**src/rtl/pio_pkg.sv**
```systemverilog
package pio_pkg;

   // Register word offsets (byte addresses within the peripheral region).
   localparam logic [15:0] PIO_OFS_DIRECTION = 16'h6140;
   localparam logic [15:0] PIO_OFS_LEVEL = 16'h6150;
   localparam logic [15:0] PIO_OFS_LATCH = 16'h6160;
   localparam logic [15:0] PIO_OFS_OPEN_DRAIN = 16'h6170;
   localparam logic [15:0] PIO_OFS_ANALOG_SEL = 16'h6180;
   localparam logic [15:0] PIO_OFS_CHANGE_EN = 16'h6190;
   localparam logic [15:0] PIO_OFS_PULLUP_EN = 16'h61A0;
   localparam logic [15:0] PIO_OFS_CHANGE_PEND = 16'h61B0;
   localparam logic [15:0] PIO_OFS_CTRL = 16'h61C0;

   // Alias offsets added to a base register address.
   localparam logic [3:0] PIO_ALIAS_BASE = 4'h0;
   localparam logic [3:0] PIO_ALIAS_CLR = 4'h4;
   localparam logic [3:0] PIO_ALIAS_SET = 4'h8;
   localparam logic [3:0] PIO_ALIAS_INV = 4'hC;

   // Implemented pins and reset values of the bank.
   localparam logic [15:0] PIO_IMPL_MASK = 16'h313F;
   localparam logic [15:0] PIO_DIRECTION_RST = 16'h313F;
   localparam logic [15:0] PIO_OPEN_DRAIN_RST = 16'h0000;
   localparam logic [15:0] PIO_ANALOG_SEL_RST = 16'h0000;
   localparam logic [15:0] PIO_ANALOG_CAPABLE = 16'h0003;
   localparam logic [15:0] PIO_CHANGE_CAPABLE = 16'h0030;
   localparam logic [15:0] PIO_REF_OUT_PIN = 16'h0004;
   localparam logic [15:0] PIO_ZERO_RST = 16'h0000;

   // Control register field positions.
   localparam int PIO_CTRL_REF_OUT_BIT = 0;

   // Register selector indices.
   typedef enum logic [3:0] {
      PIO_R_DIR = 4'h0,
      PIO_R_LVL = 4'h1,
      PIO_R_LAT = 4'h2,
      PIO_R_ODC = 4'h3,
      PIO_R_ANA = 4'h4,
      PIO_R_CEN = 4'h5,
      PIO_R_PUE = 4'h6,
      PIO_R_PND = 4'h7,
      PIO_R_CTL = 4'h8,
      PIO_R_NONE = 4'hF
   } pio_reg_t;

endpackage

```
**src/rtl/pio_sync.sv**
```systemverilog
`timescale 1ns/1ps
// Two-flop synchroniser for a vector of pin inputs.
module pio_sync #(
   parameter int W = 16
) (
   // Clock and reset.
   input wire logic clk_i,
   input wire logic rst_i,
   // Data.
   input wire logic [W-1:0] d_i,
   output logic [W-1:0] q_o
);
   logic [W-1:0] meta;

   // The first stage is read by the second stage only.
   always_ff @(posedge clk_i) begin
      if (rst_i) begin
         meta <= '0;
         q_o <= '0;
      end else begin
         meta <= d_i;
         q_o <= meta;
      end
   end
endmodule

```
**src/rtl/pio_bank.sv**
```systemverilog
// Our own choice: the Wishbone register port.
`timescale 1ns/1ps
// Summary of operation
// - Direction one makes pin input, zero drives the latch value.
// - After reset every implemented pin is an input.
// - Level register reads sensed pins; writes go to the latch.
// - Latch register reads last value written via latch or level.
// - Unimplemented pin bits read zero in direction, level and latch.
// - Clear, set, invert aliases modify only bits written as one.
// - Alias reads return undefined data; here they return zero.
// - Aliases decode at base plus 0x4, 0x8 and 0xC.
// - Direction, level, latch, open-drain at 16-byte steps from 0x6140.
// - Reset loads direction ones and open-drain zeros.
// - Analog select one means digital, zero analog; resets to zero.
// - Analog pins have digital input off and level bit reads zero.
// - Open-drain output drives low only, floats for high.
// - Enabled reference output appears on its pin regardless of direction.
// - Any enabled change-notice pin change raises the change request.
// - Weak pull-up enabled only while its enable bit is set.
module pio_bank
   import pio_pkg::*;
#(
   parameter int NPINS = 16
) (
   // Clock and reset.
   input wire logic clk_i,
   input wire logic rst_i,
   // Wishbone slave.
   input wire logic wb_cyc_i,
   input wire logic wb_stb_i,
   input wire logic wb_we_i,
   input wire logic [15:0] wb_adr_i,
   input wire logic [3:0] wb_sel_i,
   input wire logic [31:0] wb_dat_i,
   output logic [31:0] wb_dat_o,
   output logic wb_ack_o,
   // Port pins.
   input wire logic [NPINS-1:0] pin_i,
   output logic [NPINS-1:0] pin_o,
   output logic [NPINS-1:0] pin_oe_o,
   // Analog and pull-up controls toward the pad ring.
   output logic [NPINS-1:0] analog_en_o,
   output logic [NPINS-1:0] pullup_en_o,
   output logic ref_out_en_o,
   // Change notification request.
   output logic change_req_o
);

   // The bank layout is fixed at sixteen pins.
   initial begin
      if (NPINS != 16) begin
         $error("pio_bank supports exactly 16 pins");
      end
   end

   logic [15:0] direction;
   logic [15:0] latch;
   logic [15:0] open_drain;
   logic [15:0] analog_sel;
   logic [15:0] change_en;
   logic [15:0] pullup_en;
   logic [15:0] change_pend;
   logic ref_out_en;
   logic [15:0] sync_pins;
   logic [15:0] prev_pins;
   logic prev_valid;

   // Update of a base register from a base or alias write.
   function automatic logic [15:0] apply_op(input logic [15:0] cur, input logic [15:0] wd,
                                            input logic [3:0] op);
      logic [15:0] r;
      r = cur;
      unique case (op)
         PIO_ALIAS_BASE: r = wd;
         PIO_ALIAS_CLR: r = cur & ~wd;
         PIO_ALIAS_SET: r = cur | wd;
         PIO_ALIAS_INV: r = cur ^ wd;
         default: r = cur;
      endcase
      return r;
   endfunction

   // Pin inputs are synchronised before any logic reads them.
   pio_sync #(
      .W(16)
   ) u_sync (
      .clk_i(clk_i),
      .rst_i(rst_i),
      .d_i(pin_i),
      .q_o(sync_pins)
   );

   // Address decode: the high bits pick the register, the low nibble the alias.
   wire logic [3:0] alias_op = wb_adr_i[3:0];
   wire logic [11:0] reg_base = wb_adr_i[15:4];
   wire logic alias_legal = (alias_op == PIO_ALIAS_BASE) || (alias_op == PIO_ALIAS_CLR)
                            || (alias_op == PIO_ALIAS_SET) || (alias_op == PIO_ALIAS_INV);
   wire pio_reg_t reg_sel =
      !alias_legal ? PIO_R_NONE :
      (reg_base == PIO_OFS_DIRECTION[15:4]) ? PIO_R_DIR :
      (reg_base == PIO_OFS_LEVEL[15:4]) ? PIO_R_LVL :
      (reg_base == PIO_OFS_LATCH[15:4]) ? PIO_R_LAT :
      (reg_base == PIO_OFS_OPEN_DRAIN[15:4]) ? PIO_R_ODC :
      (reg_base == PIO_OFS_ANALOG_SEL[15:4]) ? PIO_R_ANA :
      (reg_base == PIO_OFS_CHANGE_EN[15:4]) ? PIO_R_CEN :
      (reg_base == PIO_OFS_PULLUP_EN[15:4]) ? PIO_R_PUE :
      (reg_base == PIO_OFS_CHANGE_PEND[15:4]) ? PIO_R_PND :
      (reg_base == PIO_OFS_CTRL[15:4]) ? PIO_R_CTL : PIO_R_NONE;

   // A request is taken once; ack is dropped the cycle after it is given.
   wire logic req = wb_cyc_i && wb_stb_i && !wb_ack_o;
   wire logic wr = req && wb_we_i;
   wire logic [15:0] lane_mask = {{8{wb_sel_i[1]}}, {8{wb_sel_i[0]}}};
   // Byte lanes not selected are zeroed in the operand; upd keeps their current bits through the lane mask.
   wire logic [15:0] wbase = (wb_dat_i[15:0] & lane_mask);

   function automatic logic [15:0] upd(input logic [15:0] cur, input logic [15:0] wd,
                                       input logic [3:0] op, input logic [15:0] m);
      logic [15:0] r;
      r = apply_op(cur, wd, op);
      return (r & m) | (cur & ~m);
   endfunction

   // Digital view of the pins: analog-selected pins read zero.
   wire logic [15:0] digital_mask = analog_sel | ~PIO_ANALOG_CAPABLE;
   wire logic [15:0] level_view = sync_pins & digital_mask & PIO_IMPL_MASK;
   wire logic [15:0] change_hit = (level_view ^ prev_pins) & change_en & {16{prev_valid}};

   // Next values of the software registers.
   wire logic lat_wr = wr && (reg_sel == PIO_R_LAT || reg_sel == PIO_R_LVL);
   wire logic [15:0] next_latch = upd(latch, wbase, alias_op, lane_mask) & PIO_IMPL_MASK;
   wire logic [15:0] next_dir = upd(direction, wbase, alias_op, lane_mask) & PIO_IMPL_MASK;
   wire logic [15:0] next_odc = upd(open_drain, wbase, alias_op, lane_mask) & PIO_IMPL_MASK;
   wire logic [15:0] next_ana = upd(analog_sel, wbase, alias_op, lane_mask);
   wire logic [15:0] next_cen = upd(change_en, wbase, alias_op, lane_mask) & PIO_CHANGE_CAPABLE;
   wire logic [15:0] next_pue = upd(pullup_en, wbase, alias_op, lane_mask) & PIO_CHANGE_CAPABLE;
   wire logic [15:0] pnd_sw = upd(change_pend, wbase, alias_op, lane_mask);
   // Hardware sets win over a clear in the same cycle.
   wire logic [15:0] next_pend = ((wr && reg_sel == PIO_R_PND) ? pnd_sw : change_pend)
                                 | change_hit;
   wire logic [15:0] ctl_cur = {15'h0000, ref_out_en};
   wire logic [15:0] next_ctl = upd(ctl_cur, wbase, alias_op, lane_mask);

   // Configuration registers; direction comes up as all inputs.
   always_ff @(posedge clk_i) begin
      if (rst_i) begin
         direction <= PIO_DIRECTION_RST;
         open_drain <= PIO_OPEN_DRAIN_RST;
         analog_sel <= PIO_ANALOG_SEL_RST;
         change_en <= PIO_ZERO_RST;
         pullup_en <= PIO_ZERO_RST;
         ref_out_en <= 1'b0;
      end else if (wr) begin
         if (reg_sel == PIO_R_DIR) direction <= next_dir;
         if (reg_sel == PIO_R_ODC) open_drain <= next_odc;
         if (reg_sel == PIO_R_ANA) analog_sel <= next_ana;
         if (reg_sel == PIO_R_CEN) change_en <= next_cen;
         if (reg_sel == PIO_R_PUE) pullup_en <= next_pue;
         if (reg_sel == PIO_R_CTL) ref_out_en <= next_ctl[PIO_CTRL_REF_OUT_BIT];
      end
   end

   // The latch has no documented reset value; zero is chosen so pins never float unknown.
   always_ff @(posedge clk_i) begin
      if (rst_i) begin
         latch <= PIO_ZERO_RST;
      end else if (lat_wr) begin
         latch <= next_latch;
      end
   end

   // Change detection against the previous sampled value.
   always_ff @(posedge clk_i) begin
      if (rst_i) begin
         prev_pins <= PIO_ZERO_RST;
         prev_valid <= 1'b0;
         change_pend <= PIO_ZERO_RST;
         change_req_o <= 1'b0;
      end else begin
         prev_pins <= level_view;
         prev_valid <= 1'b1;
         change_pend <= next_pend;
         change_req_o <= |next_pend;
      end
   end

   // Pad drive: open-drain pins only ever drive low; the reference pin is released.
   wire logic [15:0] drive_out = ~direction & PIO_IMPL_MASK;
   wire logic [15:0] od_release = open_drain & latch;
   wire logic [15:0] ref_mask = ref_out_en ? PIO_REF_OUT_PIN : 16'h0000;
   wire logic [15:0] next_oe = drive_out & ~od_release & ~ref_mask;
   wire logic [15:0] next_pin = latch & ~open_drain;

   // Read mux; alias reads return zero.
   wire logic [15:0] rd_base =
      (reg_sel == PIO_R_DIR) ? direction :
      (reg_sel == PIO_R_LVL) ? level_view :
      (reg_sel == PIO_R_LAT) ? latch :
      (reg_sel == PIO_R_ODC) ? open_drain :
      (reg_sel == PIO_R_ANA) ? analog_sel :
      (reg_sel == PIO_R_CEN) ? change_en :
      (reg_sel == PIO_R_PUE) ? pullup_en :
      (reg_sel == PIO_R_PND) ? change_pend :
      (reg_sel == PIO_R_CTL) ? ctl_cur : 16'h0000;
   wire logic [15:0] rd_data = (alias_op == PIO_ALIAS_BASE) ? rd_base : 16'h0000;

   // Bus answer one cycle after the strobe; unmapped addresses ack with zero.
   always_ff @(posedge clk_i) begin
      if (rst_i) begin
         wb_ack_o <= 1'b0;
         wb_dat_o <= 32'h0000_0000;
      end else begin
         wb_ack_o <= req;
         wb_dat_o <= req ? {16'h0000, rd_data} : 32'h0000_0000;
      end
   end

   // Registered pad controls.
   always_ff @(posedge clk_i) begin
      if (rst_i) begin
         pin_o <= '0;
         pin_oe_o <= '0;
         analog_en_o <= PIO_ANALOG_CAPABLE;
         pullup_en_o <= '0;
         ref_out_en_o <= 1'b0;
      end else begin
         pin_o <= next_pin;
         pin_oe_o <= next_oe;
         analog_en_o <= ~analog_sel & PIO_ANALOG_CAPABLE;
         pullup_en_o <= pullup_en;
         ref_out_en_o <= ref_out_en;
      end
   end
endmodule

```
**config.mk**
```make
export PLATFORM = sky130hd
export DESIGN_NAME = pio_bank
export DESIGN_NICKNAME = d
export VERILOG_FILES = /design/src/rtl/pio_pkg.sv /design/src/rtl/pio_sync.sv /design/src/rtl/pio_bank.sv
export SDC_FILE = /design/constraint.sdc
export NUM_CORES = 1
export LEC_CHECK = 0
export ABC_AREA = 1
export BUFFER_PORTS_ARGS = -buffer_cell sky130_fd_sc_hd__buf_2
export CAP_MARGIN = 20
export CORE_UTILIZATION = 35
export CTS_CLUSTER_SIZE = 8
export DETAILED_ROUTE_END_ITERATION = 6
export GPL_ROUTABILITY_DRIVEN = 1
export SYNTH_ARGS = -nofsm -noshare
export SYNTH_HDL_FRONTEND = slang
export SYNTH_SLANG_ARGS = --single-unit
```
**constraint.sdc**
```tcl
create_clock -name clk_i -period 3 [get_ports clk_i]
set_input_delay 0.45 -clock clk_i [delete_from_list [all_inputs] [get_ports clk_i]]
set_output_delay 0.45 -clock clk_i [all_outputs]
set_load 0.1 [all_outputs]
```
======== Yosys cells after proc, flatten, opt, wreduce, memory -nomap -nowiden ========
Cells that the tools add are included.
cells by class
  equality and inequality tests ........... 20
  muxes and demuxes ....................... 30
  bitwise logic cells ..................... 67
  reductions and logical operators ........ 20
operator list
  cell                    count
  $pmux W14 S4            3
  $and A14 B14 Y14        11
  $and A16 B16 Y16        9
  $mux W16                9
  $pmux W16 S4            2
  $eq A12 B11 Y1 const B  9
  $or A14 B14 Y14         6
  $or A16 B16 Y16         5
  $pmux W6 S4             2
  $xor A14 B14 Y14        3
  $and A6 B6 Y6           6
  $mux W4                 9
  $and A14 B16 Y16        2
  $not A14 Y16            2
  $not A16 Y16            2
  $xor A16 B16 Y16        2
  $or A6 B6 Y6            4
  $eq A4 B3 Y1 const B    5
  $and A16 B6 Y16         1
  $not A3 Y16             1
  $reduce_or A16 Y1       1
  $xor A14 B16 Y16        1
  $not A14 Y14            1
  $eq A4 B4 Y1 const B    3
  17 further kinds        38
storage, ports and cells
  register bits ........................... 194
  logic and storage cells ................. 160

======== Longest topological paths before layout ========
  depth in word-level cells ............... 21
  gate-level depth with buffers ........... 20

======== Cells and area by module ========
From an unflattened synthesis, not the netlist that was laid out.
second synthesis, totals
  cell total of the unflattened synthesis .. 1145
  area, all modules ....................... 8869.8 um2
by module, submodules not included
  module    times used  cells each  area each (um2)  seq. area each (um2)
  pio_bank  1           1046        7955.1           2162.1
  pio_sync  1           99          914.6            640.6

======== Least setup slack after synthesis ========
No wires, ideal clock.
  kind .................................... input to register
  start point ............................. input port wb_sel_i[0]
  end point ............................... register change_req_o
  setup time .............................. 128 ps
  arrival ................................. 2183 ps
  data required time ...................... 2872 ps
  slack ................................... 689 ps
  stages on the path ...................... 13
  buffers on the path ..................... 1
  cells stage by stage .................... clkbuf_1 > nand2_1 > ha_1 > nand2_1 > o21ai_0 > a211oi_1 > nand3_1 > nand2_1 > nand2_1 > nor2_1 > nand3_1 > nor2_1 > nor2_1
on the way
  cells in the longest elaborated chain, start to end .. 9
ends and longest elaborated chain
  element                line             source
  start, declared        pio_bank.sv:33   input wire logic [3:0] wb_sel_i,
  $and A16 B16 Y16       pio_bank.sv:115  wire logic [15:0] wbase = (wb_dat_i[15:0] & lane_mask);
  $not A16 Y16           --
  $and A16 B16 Y16       pio_bank.sv:75   PIO_ALIAS_CLR: r = cur & ~wd;
  $pmux W16 S4           pio_bank.sv:73   unique case (op)
  $and A16 B16 Y16       pio_bank.sv:121  return (r & m) | (cur & ~m);
  $or A16 B16 Y16 (*)    pio_bank.sv:121
  $mux W16 (*)           pio_bank.sv:139  wire logic [15:0] next_pend = ((wr && reg_sel == PIO_R_PND) ? pnd_sw : change_pend)
  $or A16 B16 Y16 (*)    pio_bank.sv:140  | change_hit;
  $reduce_or A16 Y1 (*)  pio_bank.sv:183  change_req_o <= |next_pend;
  end signal, assigned   pio_bank.sv:183
  end, declared          pio_bank.sv:46   output logic change_req_o
Mark *: on every way between the ends. The rest lies on a longest branch, timed or not.
A chain may end at the register's enable or synchronous reset.

======== Worst setup path after layout ========
  start point ............................. input port wb_adr_i[12]
  end point ............................... register change_req_o
on the way
  cells in the longest elaborated chain, start to end .. 16
ends and longest elaborated chain
  element                  line             source
  start, declared          pio_bank.sv:32   input wire logic [15:0] wb_adr_i,
  $eq A12 B11 Y1           pio_bank.sv:108  (reg_base == PIO_OFS_CTRL[15:4]) ? PIO_R_CTL : PIO_R_NONE;
  $mux W3                  pio_bank.sv:108
  $mux W4                  pio_bank.sv:107  (reg_base == PIO_OFS_CHANGE_PEND[15:4]) ? PIO_R_PND :
  $mux W4                  pio_bank.sv:106  (reg_base == PIO_OFS_PULLUP_EN[15:4]) ? PIO_R_PUE :
  $mux W4                  pio_bank.sv:105  (reg_base == PIO_OFS_CHANGE_EN[15:4]) ? PIO_R_CEN :
  $mux W4                  pio_bank.sv:104  (reg_base == PIO_OFS_ANALOG_SEL[15:4]) ? PIO_R_ANA :
  $mux W4                  pio_bank.sv:103  (reg_base == PIO_OFS_OPEN_DRAIN[15:4]) ? PIO_R_ODC :
  $mux W4                  pio_bank.sv:102  (reg_base == PIO_OFS_LATCH[15:4]) ? PIO_R_LAT :
  $mux W4                  pio_bank.sv:101  (reg_base == PIO_OFS_LEVEL[15:4]) ? PIO_R_LVL :
  $mux W4 (*)              pio_bank.sv:100  (reg_base == PIO_OFS_DIRECTION[15:4]) ? PIO_R_DIR :
  $mux W4 (*)              pio_bank.sv:99   !alias_legal ? PIO_R_NONE :
  $eq A4 B3 Y1 (*)         pio_bank.sv:139
  $logic_and A1 B1 Y1 (*)  pio_bank.sv:139
  $mux W16 (*)             pio_bank.sv:139
  $or A16 B16 Y16 (*)      pio_bank.sv:140
  $reduce_or A16 Y1 (*)    pio_bank.sv:183
Marks and branches as above.

==> run_summary.xml <==
<?xml version="1.0" encoding="UTF-8"?>
<metrics>
  <group name="yosys">
    <metric name="main_combinational_cell_family_by_area_after_synthesis" unit="">simple AND/OR/NAND/NOR gates</metric>
    <metric name="post_synth.cell_area_avg" unit="sq um">7.61</metric>
    <metric name="synth-adder-area-share" unit="">0.179</metric>
    <metric name="synth-seq-cells" unit="">126</metric>
    <metric name="synth.most_common_cell" unit="">nand2_1</metric>
    <metric name="synth_compound_gate_area_share" unit="">0.180</metric>
    <metric name="synth.largest_area_cell" unit="">dfxtp_1</metric>
    <metric name="synth_cell_types" unit="">48</metric>
    <metric name="count_of_flip_flops_with_a_built_in_enable_after_synthesis" unit="">0</metric>
    <metric name="yosys.area_share.simple" unit="">0.222</metric>
    <metric name="yosysWarningCount" unit="">0</metric>
    <metric name="async_flop_share" unit="">0</metric>
    <metric name="synthesis.area" unit="sq um">8960</metric>
    <metric name="synth.yosys.seq_area_share" unit="">0.281</metric>
    <metric name="netlist.area_leader.share" unit="">0.281</metric>
    <metric name="netlist_top_cells_count" unit="">nand2_1, inv_1, ha_1, dfxtp_1, nor2_1</metric>
    <metric name="post_synth_xor_area_fraction" unit="">0.00195</metric>
    <metric name="post_synthesis_cells" unit="">1177</metric>
    <metric name="netlist_top_cells_area" unit="">dfxtp_1, ha_1, nand2_1</metric>
    <metric name="synth_top_flop_cell" unit="">dfxtp_1</metric>
    <metric name="post_synthesis_mux_area_share" unit="">0</metric>
  </group>
  <group name="clock_network">
    <metric name="cts_post_setup_buffers_inserted" unit="">0</metric>
    <metric name="insertion_delay_to_the_later_sink_of_the_worst_skew_pair" unit="ns">0.43</metric>
    <metric name="tritoncts.num_buffers" unit="">17</metric>
    <metric name="cts.reportedPaths.clkPinSlew" unit="ns">0.06</metric>
    <metric name="cell_at_the_root_of_the_clock_tree" unit="">clkbuf_16</metric>
    <metric name="ctsHoldBuffers" unit="">0</metric>
    <metric name="clk_path_buf_depth" unit="">2</metric>
    <metric name="cts.sinks" unit="">126</metric>
    <metric name="htree_num_levels" unit="">4</metric>
    <metric name="tritoncts" unit="">done</metric>
    <metric name="cells_resized_by_post_cts_repair" unit="">0</metric>
  </group>
  <group name="placed_design">
    <metric name="half_perimeter_wire_length_after_placement" unit="microns">17800</metric>
    <metric name="place_ws" unit="ns">0.237</metric>
    <metric name="placedInstanceArea" unit="sq um">9820</metric>
    <metric name="gp_congestion" unit="">0.871</metric>
    <metric name="port_buffers" unit="">88</metric>
  </group>
  <group name="setup_path">
    <metric name="crit_path_cell_trace" unit="">buf_2, nor2_1, nand2_1, nor2_4, o21ai_4, nor2_1, nand3_1, nor2_4, buf_4, nand3_1, nand2_1, nand2_1, nor2_1, nand3_1, nor2_1, nor2_1</metric>
    <metric name="critical_path.top_delay_family" unit="">simple AND/OR/NAND/NOR gates</metric>
    <metric name="required_time_of_the_critical_path" unit="ns">3.27</metric>
    <metric name="worst-path-buf-inv" unit="">2</metric>
    <metric name="worst_path_most_repeated_cell" unit="">nor2_1</metric>
    <metric name="reg2reg_from" unit="">change_pend[3]</metric>
    <metric name="timing_worst_setup_path_type" unit="">in2reg</metric>
    <metric name="start_kind" unit="">input pin</metric>
    <metric name="crit-reg2reg-capture" unit="">change_req_o</metric>
    <metric name="cp-end-kind" unit="">flop</metric>
    <metric name="timing.critical_path.arrival" unit="ns">2.62</metric>
    <metric name="r2r_slack" unit="ns">1.02</metric>
    <metric name="endpoint" unit="">change_req_o</metric>
    <metric name="timing.critical_path.slowest_cell_delay" unit="ns">0.29</metric>
    <metric name="timing.critical_path.fanout_max" unit="">10</metric>
    <metric name="worst-path-stages" unit="">16</metric>
    <metric name="crit_path_start" unit="">wb_adr_i[12]</metric>
    <metric name="worstRegToRegCells" unit="">12</metric>
    <metric name="critPathSlowestCell" unit="">nor2_4</metric>
  </group>
  <group name="layout">
    <metric name="area.growth.synth_to_final" unit="%">16.3</metric>
    <metric name="drive_above_1_share" unit="">0.181</metric>
    <metric name="num-nets-final" unit="">1495</metric>
    <metric name="post-route-cell-area" unit="sq um">10400</metric>
    <metric name="post-route-util" unit="">0.414</metric>
    <metric name="diodes" unit="">0</metric>
  </group>
  <group name="global_route">
    <metric name="grt_remaining_overflow" unit="">0</metric>
    <metric name="track_usage" unit="">0.190</metric>
    <metric name="grt_pass1_vias" unit="">7357</metric>
    <metric name="initial_antenna_violation_count" unit="">0</metric>
    <metric name="pin_count_of_the_biggest_net_entering_global_routing" unit="">84</metric>
    <metric name="first_pass_grt_wire_length" unit="microns">39200</metric>
  </group>
  <group name="route">
    <metric name="vias" unit="">8102</metric>
    <metric name="post_drt_wl_per_cell" unit="microns">15.0</metric>
    <metric name="remaining_drc_errors" unit="">0</metric>
    <metric name="route.antenna.remaining_nets" unit="">0</metric>
    <metric name="post_detailed_route_via_to_cell_ratio" unit="">4.95</metric>
    <metric name="detailedRoute.firstIterationViolations" unit="">530</metric>
    <metric name="first_pass_iteration_count_of_the_detailed_router" unit="">5</metric>
    <metric name="wirelength" unit="microns">24500</metric>
  </group>
  <group name="pwr">
    <metric name="power.density" unit="nW/um^2">426</metric>
    <metric name="p_leak" unit="nW">4.95</metric>
    <metric name="vdd.ir_drop.worst" unit="mV">0.313</metric>
  </group>
  <group name="floorplan">
    <metric name="core" unit="sq um">25200</metric>
    <metric name="placement_rows" unit="">58</metric>
    <metric name="die_ar" unit="sq um">26200</metric>
    <metric name="die_y" unit="microns">162</metric>
    <metric name="initial_core_utilization" unit="">0.356</metric>
    <metric name="die_width" unit="microns">162</metric>
    <metric name="design.portCount" unit="">172</metric>
  </group>
  <group name="sta">
    <metric name="finClkSkew" unit="ns">0.00852</metric>
    <metric name="final_setup_viols" unit="">0</metric>
    <metric name="layout_setup_ws" unit="ns">0.647</metric>
    <metric name="min_period" unit="ns">2.35</metric>
    <metric name="period_share" unit="">0.784</metric>
    <metric name="slew_margin_rel" unit="">0.271</metric>
    <metric name="setup_tns" unit="ns">0</metric>
    <metric name="finalMaxSlewViolations" unit="">0</metric>
    <metric name="max_clock_freq" unit="MHz">425</metric>
    <metric name="worst_margin_pin_slew" unit="ns">1.09</metric>
    <metric name="unrepaired_setup_endpoints_after_global_routing" unit="">no</metric>
    <metric name="hold_viol_final" unit="">0</metric>
  </group>
  <group name="flow_run">
    <metric name="drv_cap" unit="">0</metric>
  </group>
  <group name="run_status">
    <metric name="run_status" unit="">finished, final reports clean</metric>
  </group>
  <group name="hold_path">
    <metric name="min_path_type" unit="">in2reg</metric>
  </group>
</metrics>
-- metal layers --
metal,up-vias,track usage,share of wire
li1,4085,-,-
met1,3766,0.259,0.48
met2,226,0.308,0.46
met3,25,0.0309,0.049
met4,0,0.0553,0.014
met5,-,0,0
-- cells in the final DEF (no fill, tap or decap), types with 37 or more instances in the layout --
| master | count |
|---|---|
| ha_1 | 128 |
| nand2_1 | 197 |
| o21ai_0 | 56 |
| conb_1 | 58 |
| nand3_1 | 37 |
| buf_2 | 88 |
| dfxtp_1 | 126 |
| inv_1 | 133 |
| nor2_1 | 122 |
| buf_4 | 49 |
| a211oi_1 | 65 |
-- tightest hold or removal path: stages --
cell	delay [ns]
buf_2	0.07
inv_1	0.03
nor2_1	0.06
-- layout make-up --
cell class | instances | area (sq um)
inverter | 151 | 572
sequential | 126 | 2520
fill | 2558 | 14800
multi-input combinational | 858 | 5450
tap | 330 | 413
clock inverter | 13 | 154
clock buffer | 19 | 443
timing repair buffer | 140 | 868
-- power by group --
group	internal, W	total [W]	switching [W]	leakage [nW]
Sequential	0.00169	0.00169	0.00000598	1.02
Combinational	0.000101	0.000613	0.000511	3.65
Clock	0.00126	0.00213	0.000868	0.286
Total	0.00305	0.00444	0.00138	4.95
-- cell families after synthesis --
group	count (synthesis)
XOR/XNOR	2
flip-flops	126
adder cells (fa/ha/maj)	128
buffers and inverters	250
AO/OA/AOI/OAI	235
other	1
AND/OR/NAND/NOR	435
-- through the flow --
step | total power [W] | hold WS (ns) | cells
2_1_floorplan | 0.00227 | 0.388 | 1234
3_3_place_gp | 0.00233 | 0.392 | 1605
3_5_place_dp | 0.00234 | 0.394 | 1605
4_1_cts | 0.00448 | 0.203 | 1637
5_1_grt | 0.00460 | 0.206 | 1637
6_report | 0.00444 | 0.218 | 1637
-- worst min-delay path by stage --
stage	start	end	slack, ns	cells past startpoint
2_1_floorplan	u_sync.meta[0]	u_sync.q_o[0]	0.39	2
3_3_place_gp	u_sync.meta[8]	u_sync.q_o[8]	0.39	2
3_5_place_dp	u_sync.meta[1]	u_sync.q_o[1]	0.39	2
4_1_cts	pin_i[5]	u_sync.meta[5]	0.20	3
5_1_grt	pin_i[2]	u_sync.meta[2]	0.21	3
6_report	pin_i[0]	u_sync.meta[0]	0.22	3
Power figures use the tool's default switching activity.
